**config.mk**
```make
export PLATFORM = sky130hd
export DESIGN_NAME = imuds_device_flat
export DESIGN_NICKNAME = d
export VERILOG_FILES = /design/src/hw/imuds_if.sv /design/src/hw/imuds_timer.sv /design/src/hw/imuds_device.sv /design/src/flat_wrapper.sv
export VERILOG_INCLUDE_DIRS = /design/src /design/src/hw
export SDC_FILE = /design/constraint.sdc
export NUM_CORES = 1
export LEC_CHECK = 0
export BUFFER_PORTS_ARGS = -buffer_cell sky130_fd_sc_hd__buf_2
export CAP_MARGIN = 30
export CORE_UTILIZATION = 25
export CTS_BUF_LIST = sky130_fd_sc_hd__clkbuf_8
export CTS_CLUSTER_DIAMETER = 100
export DETAILED_ROUTE_END_ITERATION = 10
export PLACE_DENSITY = 0.39
export SYNTH_ARGS = -nofsm -noshare
export SYNTH_HDL_FRONTEND = slang
export SYNTH_SLANG_ARGS = --single-unit
```
**constraint.sdc**
```tcl
create_clock -name clk -period 3.45 [get_ports clk]
set_clock_uncertainty 0.15 [all_clocks]
set_input_delay 0.69 -clock clk [delete_from_list [all_inputs] [get_ports clk]]
set_output_delay 0.69 -clock clk [all_outputs]
set_load 0.05 [all_outputs]
```
**src/hw/imuds_defines.svh**
```systemverilog
`ifndef IMUDS_DEFINES_SVH
`define IMUDS_DEFINES_SVH

// Link command addresses (7-bit, even = low byte, odd = high byte)
`define IMUDS_ADDR_NVM_CNT   7'h00
`define IMUDS_ADDR_AUX_LO    7'h30
`define IMUDS_ADDR_AUX_HI    7'h31
`define IMUDS_ADDR_MISC_LO   7'h34
`define IMUDS_ADDR_MISC_HI   7'h35
`define IMUDS_ADDR_SMPL      7'h36
`define IMUDS_ADDR_FILT_LO   7'h38
`define IMUDS_ADDR_FILT_HI   7'h39
`define IMUDS_ADDR_DIAG      7'h3c
`define IMUDS_ADDR_GLOB      7'h3e

// Field positions
`define IMUDS_GLOB_DAC_LATCH 2
`define IMUDS_MISC_STIM_POS  8
`define IMUDS_MISC_STIM_NEG  9
`define IMUDS_MISC_SELFTEST  10
`define IMUDS_MISC_CKSUM     11
`define IMUDS_DIAG_ZF        15
`define IMUDS_DIAG_YF        14
`define IMUDS_DIAG_XF        13
`define IMUDS_DIAG_GYRO      10
`define IMUDS_DIAG_ALM2      9
`define IMUDS_DIAG_ALM1      8
`define IMUDS_DIAG_CKSUM     6
`define IMUDS_DIAG_STDIAG    5
`define IMUDS_DIAG_OVR       4
`define IMUDS_DIAG_SPI       3
`define IMUDS_DIAG_FLASH     2
`define IMUDS_DIAG_VHI       1
`define IMUDS_DIAG_VLO       0

// Masks and reset values
`define IMUDS_AUX_MASK       16'h0fff
`define IMUDS_AUX_RESET      16'h0000
`define IMUDS_MISC_MASK      16'h0fc7
`define IMUDS_MISC_RESET     16'h0000
`define IMUDS_DIAG_USED      16'he77f
`define IMUDS_DIAG_SUPPLY    16'h0003
`define IMUDS_DIAG_RESET     16'h0000

// Timing
`define IMUDS_WORD_BITS      16
`define IMUDS_CLK_MHZ        100
`define IMUDS_SELFTEST_MS    35
`define IMUDS_SELFTEST_CYC   (`IMUDS_SELFTEST_MS * 1000 * `IMUDS_CLK_MHZ)
`define IMUDS_CKSUM_MS       20
`define IMUDS_CKSUM_CYC      (`IMUDS_CKSUM_MS * 1000 * `IMUDS_CLK_MHZ)
`define IMUDS_CKSUM_RUN_CYC  (`IMUDS_CKSUM_CYC / 2)
`define IMUDS_SETTLE_MS      50
`define IMUDS_SETTLE_CYC     (`IMUDS_SETTLE_MS * 1000 * `IMUDS_CLK_MHZ)
`define IMUDS_SCLK_HALF      4'd4

// Host controller registers (byte addresses)
`define IMUDS_H_TX           8'h00
`define IMUDS_H_CFG          8'h04
`define IMUDS_H_RX           8'h08
`define IMUDS_H_STAT         8'h0c
`define IMUDS_H_ISTAT        8'h10
`define IMUDS_H_IMASK        8'h14
`define IMUDS_H_CFG_RESET    5'd16
`define IMUDS_H_INT_DONE     0
`define IMUDS_H_INT_HOLD     1

`endif

```
**src/hw/imuds_if.sv**
```systemverilog
`timescale 1ns/100ps
`default_nettype none
interface imuds_if;
  logic sclk;
  logic cs_b;
  logic mosi;
  logic miso;
  modport host (output sclk, output cs_b, output mosi, input miso);
  modport dev (input sclk, input cs_b, input mosi, output miso);
endinterface : imuds_if
`default_nettype wire

```
**src/hw/imuds_timer.sv**
```systemverilog
`timescale 1ns/100ps
`default_nettype none
module imuds_timer (
  input  wire logic        clk,
  input  wire logic        rst_b,
  input  wire logic        start,
  input  wire logic [31:0] load,
  output logic             busy,
  output logic             done
);
  logic [31:0] cnt_r;
  logic        busy_r;

  // Restart on start; load of zero behaves as one cycle
  always_ff @(posedge clk or negedge rst_b) begin
    if (!rst_b) begin
      cnt_r  <= 32'h0000_0000;
      busy_r <= 1'b0;
    end else if (start) begin
      cnt_r  <= (load == 32'h0000_0000) ? 32'h0000_0000 : load - 32'h0000_0001;
      busy_r <= 1'b1;
    end else if (busy_r) begin
      if (cnt_r == 32'h0000_0000) begin
        busy_r <= 1'b0;
      end else begin
        cnt_r <= cnt_r - 32'h0000_0001;
      end
    end
  end

  assign busy = busy_r;
  assign done = busy_r && (cnt_r == 32'h0000_0000) && !start;
endmodule : imuds_timer
`default_nettype wire

```
**src/hw/imuds_device.sv**
```systemverilog
// Summary of operation
// - Staged aux bytes move to DAC on latch
// - Aux level is 12-bit offset binary, top unused
// - Host writes low, high, then latch command
// - Self-test bit runs routine, records fail flags
// - Self-test finishes in 35 ms, sets flags
// - Self-test start bit clears itself when done
// - Bits 9 and 8 drive stimulus while set
// - Host waits 50 ms after stimulus changes; host holds 20 ms if that write also sets bit 11
// - Flash writes increment the write counter
// - Bit 11 runs checksum; read after 20 ms
// - Diagnostic read clears flags except supply
// - Persisting conditions re-set flags next sample
// - Supply flags follow supply, ignore reads
// - Bits 15..13, 10, 5 report self-test fails
// - Bits 9, 8 show alarm 2, 1 active
// - Bit 3 set on non-16-multiple clock count
// - Bits 4, 6, 2: overrange, checksum, flash fail
// - Bit 1 supply high, bit 0 supply low
//
// The implementer's own choices: the AHB-Lite register port and the placing of the registers.
`include "imuds_defines.svh"
`timescale 1ns/100ps
`default_nettype none
module imuds_device #(
  parameter logic [31:0] SELFTEST_CYC = `IMUDS_SELFTEST_CYC,
  parameter logic [31:0] CKSUM_CYC    = `IMUDS_CKSUM_RUN_CYC
) (
  input  wire logic        clk,
  input  wire logic        rst_b,
  imuds_if.dev             link,
  input  wire logic        sample_tick,
  input  wire logic [4:0]  st_fail_in,
  input  wire logic        alarm1_in,
  input  wire logic        alarm2_in,
  input  wire logic        overrange_in,
  input  wire logic        supply_hi_in,
  input  wire logic        supply_lo_in,
  input  wire logic        flash_write_in,
  input  wire logic        flash_fail_in,
  input  wire logic        cksum_mismatch_in,
  output logic [11:0]      dac_level,
  output logic             stim_pos,
  output logic             stim_neg,
  output logic             selftest_busy,
  output logic             cksum_busy
);
  // Command word decode: write flag and address match
  function automatic logic wr_to(input logic [15:0] w, input logic [6:0] a);
    wr_to = w[15] && (w[14:8] == a);
  endfunction : wr_to

  logic        sclk_q_r;
  logic        cs_q_r;
  logic [15:0] rx_r;
  logic [3:0]  bit_cnt_r;
  logic [15:0] tx_r;
  logic [15:0] rd_word_r;
  logic [15:0] aux_r;
  logic [11:0] dac_r;
  logic [15:0] misc_r;
  logic [15:0] misc_nxt;
  logic [15:0] flags_r;
  logic [15:0] flags_nxt;
  logic [15:0] nvm_cnt_r;
  logic [4:0]  st_res_r;
  logic        ck_res_r;
  logic        sclk_rise;
  logic        sclk_fall;
  logic        cs_fall;
  logic        cs_rise;
  logic        word_done;
  logic [15:0] word;
  logic        cmd_wr;
  logic        cmd_rd;
  logic [6:0]  rd_addr;
  logic        spi_err_ev;
  logic        st_start;
  logic        st_done;
  logic        ck_start;
  logic        ck_done;
  logic [15:0] cond;
  logic [15:0] set_v;
  logic [15:0] clr_v;

  // Link edge detection; pins are synchronous to clk
  always_ff @(posedge clk or negedge rst_b) begin
    if (!rst_b) begin
      sclk_q_r <= 1'b1;
      cs_q_r   <= 1'b1;
    end else begin
      sclk_q_r <= link.sclk;
      cs_q_r   <= link.cs_b;
    end
  end

  assign sclk_rise = link.sclk && !sclk_q_r && !link.cs_b;
  assign sclk_fall = !link.sclk && sclk_q_r && !link.cs_b;
  assign cs_fall   = !link.cs_b && cs_q_r;
  assign cs_rise   = link.cs_b && !cs_q_r;
  assign word_done = sclk_rise && (bit_cnt_r == 4'hf);
  assign word      = {rx_r[14:0], link.mosi};
  assign cmd_wr    = word_done && word[15];
  assign cmd_rd    = word_done && !word[15];
  assign rd_addr   = {word[14:9], 1'b0};
  assign spi_err_ev = cs_rise && (bit_cnt_r != 4'h0);

  // Receive shifter and bit counter
  always_ff @(posedge clk or negedge rst_b) begin
    if (!rst_b) begin
      rx_r      <= 16'h0000;
      bit_cnt_r <= 4'h0;
    end else if (cs_fall) begin
      bit_cnt_r <= 4'h0;
    end else if (sclk_rise) begin
      rx_r      <= word;
      bit_cnt_r <= bit_cnt_r + 4'h1;
    end
  end

  // Transmit shifter: each word returns the previous read answer
  always_ff @(posedge clk or negedge rst_b) begin
    if (!rst_b) begin
      tx_r <= 16'h0000;
    end else if (cs_fall) begin
      tx_r <= rd_word_r;
    end else if (sclk_fall) begin
      if (bit_cnt_r == 4'h0) begin
        tx_r <= rd_word_r;
      end else begin
        tx_r <= {tx_r[14:0], 1'b0};
      end
    end
  end

  assign link.miso = tx_r[15];

  // Read answer capture
  always_ff @(posedge clk or negedge rst_b) begin
    if (!rst_b) begin
      rd_word_r <= 16'h0000;
    end else if (cmd_rd) begin
      case (rd_addr)
        `IMUDS_ADDR_NVM_CNT: begin
          rd_word_r <= nvm_cnt_r;
        end
        `IMUDS_ADDR_AUX_LO: begin
          rd_word_r <= aux_r & `IMUDS_AUX_MASK;
        end
        `IMUDS_ADDR_MISC_LO: begin
          rd_word_r <= misc_r;
        end
        `IMUDS_ADDR_DIAG: begin
          rd_word_r <= flags_r & `IMUDS_DIAG_USED;
        end
        default: begin
          rd_word_r <= 16'h0000;
        end
      endcase
    end
  end

  // Staging register for the aux level, 12 data bits
  always_ff @(posedge clk or negedge rst_b) begin
    if (!rst_b) begin
      aux_r <= `IMUDS_AUX_RESET;
    end else if (word_done && wr_to(word, `IMUDS_ADDR_AUX_LO)) begin
      aux_r[7:0] <= word[7:0];
    end else if (word_done && wr_to(word, `IMUDS_ADDR_AUX_HI)) begin
      aux_r[15:8] <= {4'h0, word[3:0]};
    end
  end

  // DAC input register takes both bytes at once on latch
  always_ff @(posedge clk or negedge rst_b) begin
    if (!rst_b) begin
      dac_r <= 12'h000;
    end else if (cmd_wr && wr_to(word, `IMUDS_ADDR_GLOB) && word[`IMUDS_GLOB_DAC_LATCH]) begin
      dac_r <= aux_r[11:0];
    end
  end

  assign dac_level = dac_r;

  // Start pulses for the two timed routines
  assign st_start = cmd_wr && wr_to(word, `IMUDS_ADDR_MISC_HI) && word[`IMUDS_MISC_SELFTEST - 8];
  assign ck_start = cmd_wr && wr_to(word, `IMUDS_ADDR_MISC_HI) && word[`IMUDS_MISC_CKSUM - 8];

  imuds_timer u_st_timer (
    .clk   (clk),
    .rst_b (rst_b),
    .start (st_start),
    .load  (SELFTEST_CYC),
    .busy  (selftest_busy),
    .done  (st_done)
  );

  imuds_timer u_ck_timer (
    .clk   (clk),
    .rst_b (rst_b),
    .start (ck_start),
    .load  (CKSUM_CYC),
    .busy  (cksum_busy),
    .done  (ck_done)
  );

  // Control register with self-clearing start bits; a new write wins
  always_comb begin
    misc_nxt = misc_r;
    if (st_done) begin
      misc_nxt[`IMUDS_MISC_SELFTEST] = 1'b0;
    end
    if (ck_done) begin
      misc_nxt[`IMUDS_MISC_CKSUM] = 1'b0;
    end
    if (word_done && wr_to(word, `IMUDS_ADDR_MISC_LO)) begin
      misc_nxt[7:0] = word[7:0] & 8'(`IMUDS_MISC_MASK);
    end
    if (word_done && wr_to(word, `IMUDS_ADDR_MISC_HI)) begin
      misc_nxt[15:8] = word[7:0] & 8'(`IMUDS_MISC_MASK >> 8);
    end
  end

  always_ff @(posedge clk or negedge rst_b) begin
    if (!rst_b) begin
      misc_r <= `IMUDS_MISC_RESET;
    end else begin
      misc_r <= misc_nxt;
    end
  end

  assign stim_pos = misc_r[`IMUDS_MISC_STIM_POS];
  assign stim_neg = misc_r[`IMUDS_MISC_STIM_NEG];

  // Routine results, held as persisting conditions
  always_ff @(posedge clk or negedge rst_b) begin
    if (!rst_b) begin
      st_res_r <= 5'h00;
    end else if (st_done) begin
      st_res_r <= st_fail_in;
    end
  end

  always_ff @(posedge clk or negedge rst_b) begin
    if (!rst_b) begin
      ck_res_r <= 1'b0;
    end else if (ck_done) begin
      ck_res_r <= cksum_mismatch_in;
    end
  end

  // Flash write counter
  always_ff @(posedge clk or negedge rst_b) begin
    if (!rst_b) begin
      nvm_cnt_r <= 16'h0000;
    end else if (flash_write_in) begin
      nvm_cnt_r <= nvm_cnt_r + 16'h0001;
    end
  end

  // Diagnostic flags: set wins over the read clear
  always_comb begin
    cond = 16'h0000;
    cond[`IMUDS_DIAG_ZF]     = st_res_r[4];
    cond[`IMUDS_DIAG_YF]     = st_res_r[3];
    cond[`IMUDS_DIAG_XF]     = st_res_r[2];
    cond[`IMUDS_DIAG_GYRO]   = st_res_r[1];
    cond[`IMUDS_DIAG_STDIAG] = st_res_r[0];
    cond[`IMUDS_DIAG_ALM2]   = alarm2_in;
    cond[`IMUDS_DIAG_ALM1]   = alarm1_in;
    cond[`IMUDS_DIAG_CKSUM]  = ck_res_r;
    cond[`IMUDS_DIAG_OVR]    = overrange_in;
    set_v = sample_tick ? cond : 16'h0000;
    if (st_done) begin
      set_v[`IMUDS_DIAG_ZF]     = set_v[`IMUDS_DIAG_ZF] | st_fail_in[4];
      set_v[`IMUDS_DIAG_YF]     = set_v[`IMUDS_DIAG_YF] | st_fail_in[3];
      set_v[`IMUDS_DIAG_XF]     = set_v[`IMUDS_DIAG_XF] | st_fail_in[2];
      set_v[`IMUDS_DIAG_GYRO]   = set_v[`IMUDS_DIAG_GYRO] | st_fail_in[1];
      set_v[`IMUDS_DIAG_STDIAG] = set_v[`IMUDS_DIAG_STDIAG] | st_fail_in[0];
    end
    if (ck_done) begin
      set_v[`IMUDS_DIAG_CKSUM] = set_v[`IMUDS_DIAG_CKSUM] | cksum_mismatch_in;
    end
    set_v[`IMUDS_DIAG_SPI]   = set_v[`IMUDS_DIAG_SPI] | spi_err_ev;
    set_v[`IMUDS_DIAG_FLASH] = set_v[`IMUDS_DIAG_FLASH] | flash_fail_in;
    clr_v = (cmd_rd && (rd_addr == `IMUDS_ADDR_DIAG)) ? ~`IMUDS_DIAG_SUPPLY : 16'h0000;
    flags_nxt = ((flags_r & ~clr_v) | set_v) & `IMUDS_DIAG_USED;
    flags_nxt[`IMUDS_DIAG_VHI] = supply_hi_in;
    flags_nxt[`IMUDS_DIAG_VLO] = supply_lo_in;
  end

  always_ff @(posedge clk or negedge rst_b) begin
    if (!rst_b) begin
      flags_r <= `IMUDS_DIAG_RESET;
    end else begin
      flags_r <= flags_nxt;
    end
  end
endmodule : imuds_device
`default_nettype wire

```
**src/flat_wrapper.sv**
```systemverilog
// flat-port wrapper written by rule: the top's interface ports become plain ports
module imuds_device_flat 
#(
  parameter logic [31:0] SELFTEST_CYC = `IMUDS_SELFTEST_CYC,
  parameter logic [31:0] CKSUM_CYC    = `IMUDS_CKSUM_RUN_CYC
)
  (clk, rst_b, sample_tick, st_fail_in, alarm1_in, alarm2_in, overrange_in, supply_hi_in, supply_lo_in, flash_write_in, flash_fail_in, cksum_mismatch_in, dac_level, stim_pos, stim_neg, selftest_busy, cksum_busy, link_sclk, link_cs_b, link_mosi, link_miso);
  imuds_if link_i ();
  input  wire logic clk;
  input  wire logic rst_b;
  input  wire logic sample_tick;
  input  wire logic [4:0] st_fail_in;
  input  wire logic alarm1_in;
  input  wire logic alarm2_in;
  input  wire logic overrange_in;
  input  wire logic supply_hi_in;
  input  wire logic supply_lo_in;
  input  wire logic flash_write_in;
  input  wire logic flash_fail_in;
  input  wire logic cksum_mismatch_in;
  output logic [11:0] dac_level;
  output logic stim_pos;
  output logic stim_neg;
  output logic selftest_busy;
  output logic cksum_busy;
  input wire logic [$bits(link_i.sclk)-1:0] link_sclk;
  input wire logic [$bits(link_i.cs_b)-1:0] link_cs_b;
  input wire logic [$bits(link_i.mosi)-1:0] link_mosi;
  output wire logic [$bits(link_i.miso)-1:0] link_miso;
  assign link_i.sclk = link_sclk;
  assign link_i.cs_b = link_cs_b;
  assign link_i.mosi = link_mosi;
  assign link_miso = link_i.miso;
  imuds_device #(.SELFTEST_CYC(SELFTEST_CYC), .CKSUM_CYC(CKSUM_CYC)) u_core (.clk(clk), .rst_b(rst_b), .link(link_i), .sample_tick(sample_tick), .st_fail_in(st_fail_in), .alarm1_in(alarm1_in), .alarm2_in(alarm2_in), .overrange_in(overrange_in), .supply_hi_in(supply_hi_in), .supply_lo_in(supply_lo_in), .flash_write_in(flash_write_in), .flash_fail_in(flash_fail_in), .cksum_mismatch_in(cksum_mismatch_in), .dac_level(dac_level), .stim_pos(stim_pos), .stim_neg(stim_neg), .selftest_busy(selftest_busy), .cksum_busy(cksum_busy));
endmodule
```
==> flow_summary.ini, run 1 <==
[status]
status = finished, final reports clean

[timing]
setup_viol = 0
setup_tns_ns = 0
fin_crit_sh_pct = 84.91
max_freq_mhz = 341.4
tightest_slew_ns = 0.8482
hold-worst-slack_ns = 0.04982
max_slew_margin_pct = 43.46
finalCriticalPeriod_ns = 2.930
rsz0062_at_grt = no
hold_violations = 0
slew_violations = 0

[worst_setup_path]
critPathLaunchType = register
startpoint = u_core.u_st_timer.cnt_r[8]$_DFFE_PN0P_
endpoint_kind = register
cp.required_ns = 3.70
worstPathArrival_ns = 3.18
worstPathMaxFanout = 10
rr_startpoint = u_core.u_st_timer.cnt_r[8]$_DFFE_PN0P_
critical_path_class = register to register

[yosys]
synth_common_cells = 185 x dfrtp_1, 90 x nand2_1, 54 x o21ai_0
yosysTopAreaCell = dfrtp_1
synth.area.top_cells = dfrtp_1 53%, mux2_2 6.2%, nand2_1 3.9%
ys.flop_type = dfrtp_1
syn_area_um2 = 8736
syn-instance-count = 812
ys_async_sr_fraction_pct = 100.0
seq_area_frac_synth_pct = 53.59
synth.distinct_cells = 66
synth.most_common_cell = dfrtp_1
synthesis.nets = 836
synth_top_area_share_pct = 52.99
ys_ff_latch = 187
yosys_warnings = 0
syn_avg_cell_area_um2 = 10.76
synth-edff-count = 0

[global_route]
grt_max_degree = 70
grt_pass1_vias = 6495
overflow = 0
grt_pass1_wl_um = 37130
antenna_found_initial = 0
grt_usage_pct = 13.33

[die]
die-area_um2 = 35690
die_y_um = 188.9
start_util_pct = 25.35
core_um2 = 34460
pin_count = 36
rows = 68
die_w_um = 188.9

[final_layout]
syn_to_final_growth_pct = 13.51
n_fill_cell = 3588
fin_nets = 878
drive_gt1_share_pct = 18.92
antennaDiodeCount = 0

[routing]
vias_per_cell = 4.769
wl_met2_um = 9993
antenna_left = 0
drt-wirelength-per-cell_um = 16.79
route.met3.wl_um = 813
dr.pass1.iters = 4
routed_wl_um = 22190
num_vias = 6304
wl_met1_um = 11110
drc_errors = 0
route.top_layer_used = met4
drtIter0Drc = 354

[cts]
cts_buffers = 17
cts_hold_buf = 0
ctsResizeCount = 0
clkLatencyLatePin_ns = 0.49
cts.sink_count = 187
cts_tree = yes
cts_setup_buffers = 0
htree_levels = 4
clkTransAtPathRegs_ns = 0.10
cts_root_buf = clkbuf_8
clockBufferDepth = 2

[power]
ir_worst_vdd_mv = 0.2254
leakagePower_nw = 3.851
p_total_w = 0.004134
powerDensity_nw_per_um2 = 416.9

[place]
gp_congestion = 0.7651
dp_hpwl_um = 15120
io_buffers = 35

[run]
maxCapViolCount = 0

[min_path]
min_path_type = input pin to asynchronous set/reset pin
per-stage QoR:
stage / worst slack (ns) / instance area (um^2) / util [%] / cells
after CTS: 0.5331 / 9916 / 28.78 / 1322
after floorplan: 0.5753 / 8736 / - / 812
after detailed placement: 0.5883 / 9569 / 27.77 / 1290
after global placement: 0.5866 / 9569 / 27.77 / 1290
final: 0.5205 / 9916 / 28.78 / 1322
after global routing: 0.3057 / 9916 / 28.78 / 1322
power by group:
part | leakage (nW) | switching [W] | internal [W]
Combinational | 1.44 | 0.000208 | 0.000151
Clock | 0.159 | 0.000861 | 0.000516
Sequential | 2.26 | 0.000121 | 0.00228
per-layer routing:
metal | vias to the layer above | GRT usage [%]
li1 | 3079 | -
met1 | 3150 | 18.16
met2 | 61 | 20.60
met4 | 0 | 4.311
met3 | 14 | 3.373
met5 | - | 0
path summary, 6_finish.rpt:
| kind | slack, ns | cells after the start | end |
|---|---|---|---|
| setup / recovery | 0.52 | 5 | u_core.u_st_timer.cnt_r[31]$_DFFE_PN0P_ |
| setup reg to reg | 0.52 | 5 | u_core.u_st_timer.cnt_r[31]$_DFFE_PN0P_ |
| hold reg to reg | 0.33 | 1 | u_core.nvm_cnt_r[15]$_DFFE_PN0P_ |
| max in group asynchronous | 2.25 | 2 | u_core.u_ck_timer.cnt_r[27]$_DFFE_PN0P_ |
| hold / removal | 0.05 | 1 | u_core.flags_r[15]$_DFF_PN0_ |
| min in group clk | 0.16 | 1 | u_core.flags_r[1]$_DFF_PN0_ |
critical path, cell delays in order (launching register included):
cell	delay [ns]
dfrtp_1	0.46
nor4_1	0.57
nand4_2	0.38
or4_1	0.70
or4_1	0.43
a21oi_1	0.16
registers in the layout, indices dropped and copies added (netlist names), 12 cells and up:
signal,flops
u_core.aux_r,12
u_core.dac_level,12
u_core.flags_r,13
u_core.nvm_cnt_r,16
u_core.rd_word_r,16
u_core.rx_r,15
u_core.tx_r,16
u_core.u_ck_timer.cnt_r,32
u_core.u_st_timer.cnt_r,32
placed cells by master, fill, tap and decap left out, types with 8 or more instances in the layout:
master	Yosys	routed
or4_1	19	19
o31ai_1	13	13
buf_4	0	24
clkbuf_8	0	19
nand2_1	90	90
a21oi_1	28	28
nor4_1	15	14
nor3_1	14	14
nand4_1	12	12
nand3_1	22	22
xnor2_1	19	19
a22o_1	10	10
o211ai_1	9	9
mux2_2	48	48
a21o_1	10	10
dfrtp_1	185	185
nand2b_1	8	8
buf_2	4	34
o21ai_0	54	54
nor2_1	43	43
xor2_1	13	13
or3_1	27	27
inv_1	10	10
mux2i_1	25	25
cells by family after synthesis:
kind of cell | Yosys count | share of synthesized area [%]
and+or+nand+nor | 301 | 18.40
DFF | 187 | 53.59
AOI/OAI and AO/OA | 167 | 12.95
muxes | 73 | 9.052
buffers and inverters | 47 | 2.077
xor gates and xnor gates | 32 | 3.208
adders and majority gates | 5 | 0.7161
cell type report:
cell class | instances | area [um^2] | share of cell area (%)
Clock buffer | 18 | 247.7 | 2.498
Sequential cell | 187 | 4682 | 47.22
Multi-Input combinational cell | 578 | 3896 | 39.29
Inverter | 10 | 37.54 | 0.3785
Timing Repair Buffer | 60 | 384.1 | 3.874
Clock inverter | 14 | 98.84 | 0.9968
Tap cell | 455 | 569.3 | 5.741
Power figures use the tool's default switching activity.
==> run 2, diff against run 1 <==
==> constraint.sdc (replaced) <==
create_clock -name clk -period 2.8 [get_ports clk]
set_clock_uncertainty 0.15 [all_clocks]
set_input_delay 0.56 -clock clk [delete_from_list [all_inputs] [get_ports clk]]
set_output_delay 0.56 -clock clk [all_outputs]
set_load 0.05 [all_outputs]
==> run 2 against run 1 <==
Against the previous run: total power increased by 27%; combinational power rose by 22%; clock power increased by 34%; routed wire length increased by 0.19%; cell count grew 1.9%; final area increased by 2.7%; critical path depth unchanged; global-route usage decreased by 0.17 points; maximum frequency increased by 8.4%; core utilization is 0.79 points higher; first-iteration DRC count fell by 7.1%.
==> flow_summary.ini, run 2 (synthesized netlist as in run 1, its figures left out) <==
[timing]
setup_viol = 0
setup_tns_ns = 0
max_freq_mhz = 370.0
max_slew_margin_pct = 40.54
worst_slack_ns = 0.09752
fin_crit_sh_pct = 96.52
hold_violations = 0
finalCriticalPeriod_ns = 2.702
rsz0062_at_grt = no
tightest_slew_ns = 0.8918
slew_violations = 0

[final_layout]
final_cell_mix = 184 x dfrtp_1, 90 x nand2_1, 54 x o21ai_0
final_common_cell = dfrtp_1
fin_nets = 903
syn_to_final_growth_pct = 16.61
antennaDiodeCount = 0
drive_gt1_share_pct = 20.85
reg_top3 = u_core.u_ck_timer.cnt_r (32), u_core.u_st_timer.cnt_r (32)

[die]
die_y_um = 188.9
die_w_um = 188.9
core_um2 = 34460
die-area_um2 = 35690
pin_count = 36
rows = 68
start_util_pct = 25.35

[status]
status = finished, final reports clean

[power]
ir_worst_vdd_mv = 0.3359
leakagePower_nw = 4.010
powerDensity_nw_per_um2 = 514.2
p_total_w = 0.005238

[global_route]
grt_max_degree = 64
grt_pass1_vias = 6362
overflow = 0
antenna_found_initial = 0
grt_pass1_wl_um = 36400
grt_usage_pct = 13.16

[worst_setup_path]
critical_path_class = register to register
worstPathMaxFanout = 5
critPathLaunchType = register
cp.required_ns = 3.06
endpoint_kind = register
worstPathArrival_ns = 2.96

[cts]
htree_levels = 4
cts_root_buf = clkbuf_8
ctsResizeCount = 0
cts_buffers = 17
clkLatencyLatePin_ns = 0.48
cts_hold_buf = 2
cts_setup_buffers = 0
cts.sink_count = 187
clkTransAtPathRegs_ns = 0.10
cts_tree = yes
clockBufferDepth = 2

[run]
maxCapViolCount = 0

[place]
dp_slack_ns = 0.1115
gp_congestion = 0.7597
dp_hpwl_um = 15640
io_buffers = 35

[routing]
vias_per_cell = 4.699
drc_errors = 0
antenna_left = 0
drt-wirelength-per-cell_um = 16.51
num_vias = 6330
drtIter0Drc = 329
dr.pass1.iters = 4
routed_wl_um = 22230

[min_path]
min_path_type = input pin to register
## run 2: changes by cell type in the layout (fill, tap and decap cells not counted), moves of 2 or more
cell / before / now
buf_4: 24 / 44
buf_12: 1 / 4
clkinv_2: 4 / 1
bufinv_16: 0 / 2
dlygate4sd3_1: 0 / 2
inv_1: 10 / 12
## run 2: per-layer routing
layer	routed length [um]	track usage [%]	up-vias
li1	-	-	3135
met1	11090	18.49	3128
met2	10280	20.33	59
met3	679	3.151	8
met4	181	3.071	0
met5	0	0	-
## run 2: final timing paths
| path | from | end | slack (ns) | cells after the start |
|---|---|---|---|---|
| max | u_core.u_ck_timer.cnt_r[5]$_DFFE_PN0P_ | u_core.u_ck_timer.cnt_r[23]$_DFFE_PN0P_ | 0.1 | 5 |
| min | supply_lo_in | u_core.flags_r[0]$_DFF_PN0_ | 0.05 | 1 |
| max reg2reg | u_core.u_ck_timer.cnt_r[5]$_DFFE_PN0P_ | u_core.u_ck_timer.cnt_r[23]$_DFFE_PN0P_ | 0.1 | 5 |
| min reg2reg | u_core.tx_r[15]$_DFFE_PN0P_ | u_core.tx_r[15]$_DFFE_PN0P_ | 0.33 | 2 |
| max in group asynchronous | rst_b | u_core.u_ck_timer.busy$_DFF_PN0_ | 1.30 | 3 |
| min in group asynchronous | rst_b | u_core.tx_r[12]$_DFFE_PN0P_ | 0.49 | 2 |
## run 2: power breakdown
part | switching (W) | internal (W)
Sequential | 0.000149 | 0.00281
Clock | 0.00105 | 0.000792
Combinational | 0.000248 | 0.000190
Total | 0.00145 | 0.00379
## run 2: worst max-delay path: stages, from the launching register on
cell	delay [ns]
dfrtp_1	0.40
or4_4	0.56
or3b_1	0.40
a311o_1	0.41
or4_2	0.56
a21oi_1	0.16
## run 2: final cells by class
class / count / area (um^2)
timing repair buffer: 85 / 614.3
fill: 3601 / 24270
sequential: 187 / 4683
clock inverter: 15 / 152.6
tap: 455 / 569.3
clock buffer: 17 / 234.0
inverter: 10 / 37.54
multi-input combinational: 578 / 3896
## run 2: stage by stage
stage,hold slack [ns],instances,area (um^2),utilization [%]
2_1_floorplan,0.1144,812,8737,-
3_3_place_gp,0.3147,1313,9781,28.38
3_5_place_dp,0.3202,1313,9781,28.38
4_1_cts,0.003427,1347,10190,29.56
5_1_grt,0.003471,1347,10190,29.56
6_report,0.04564,1347,10190,29.56
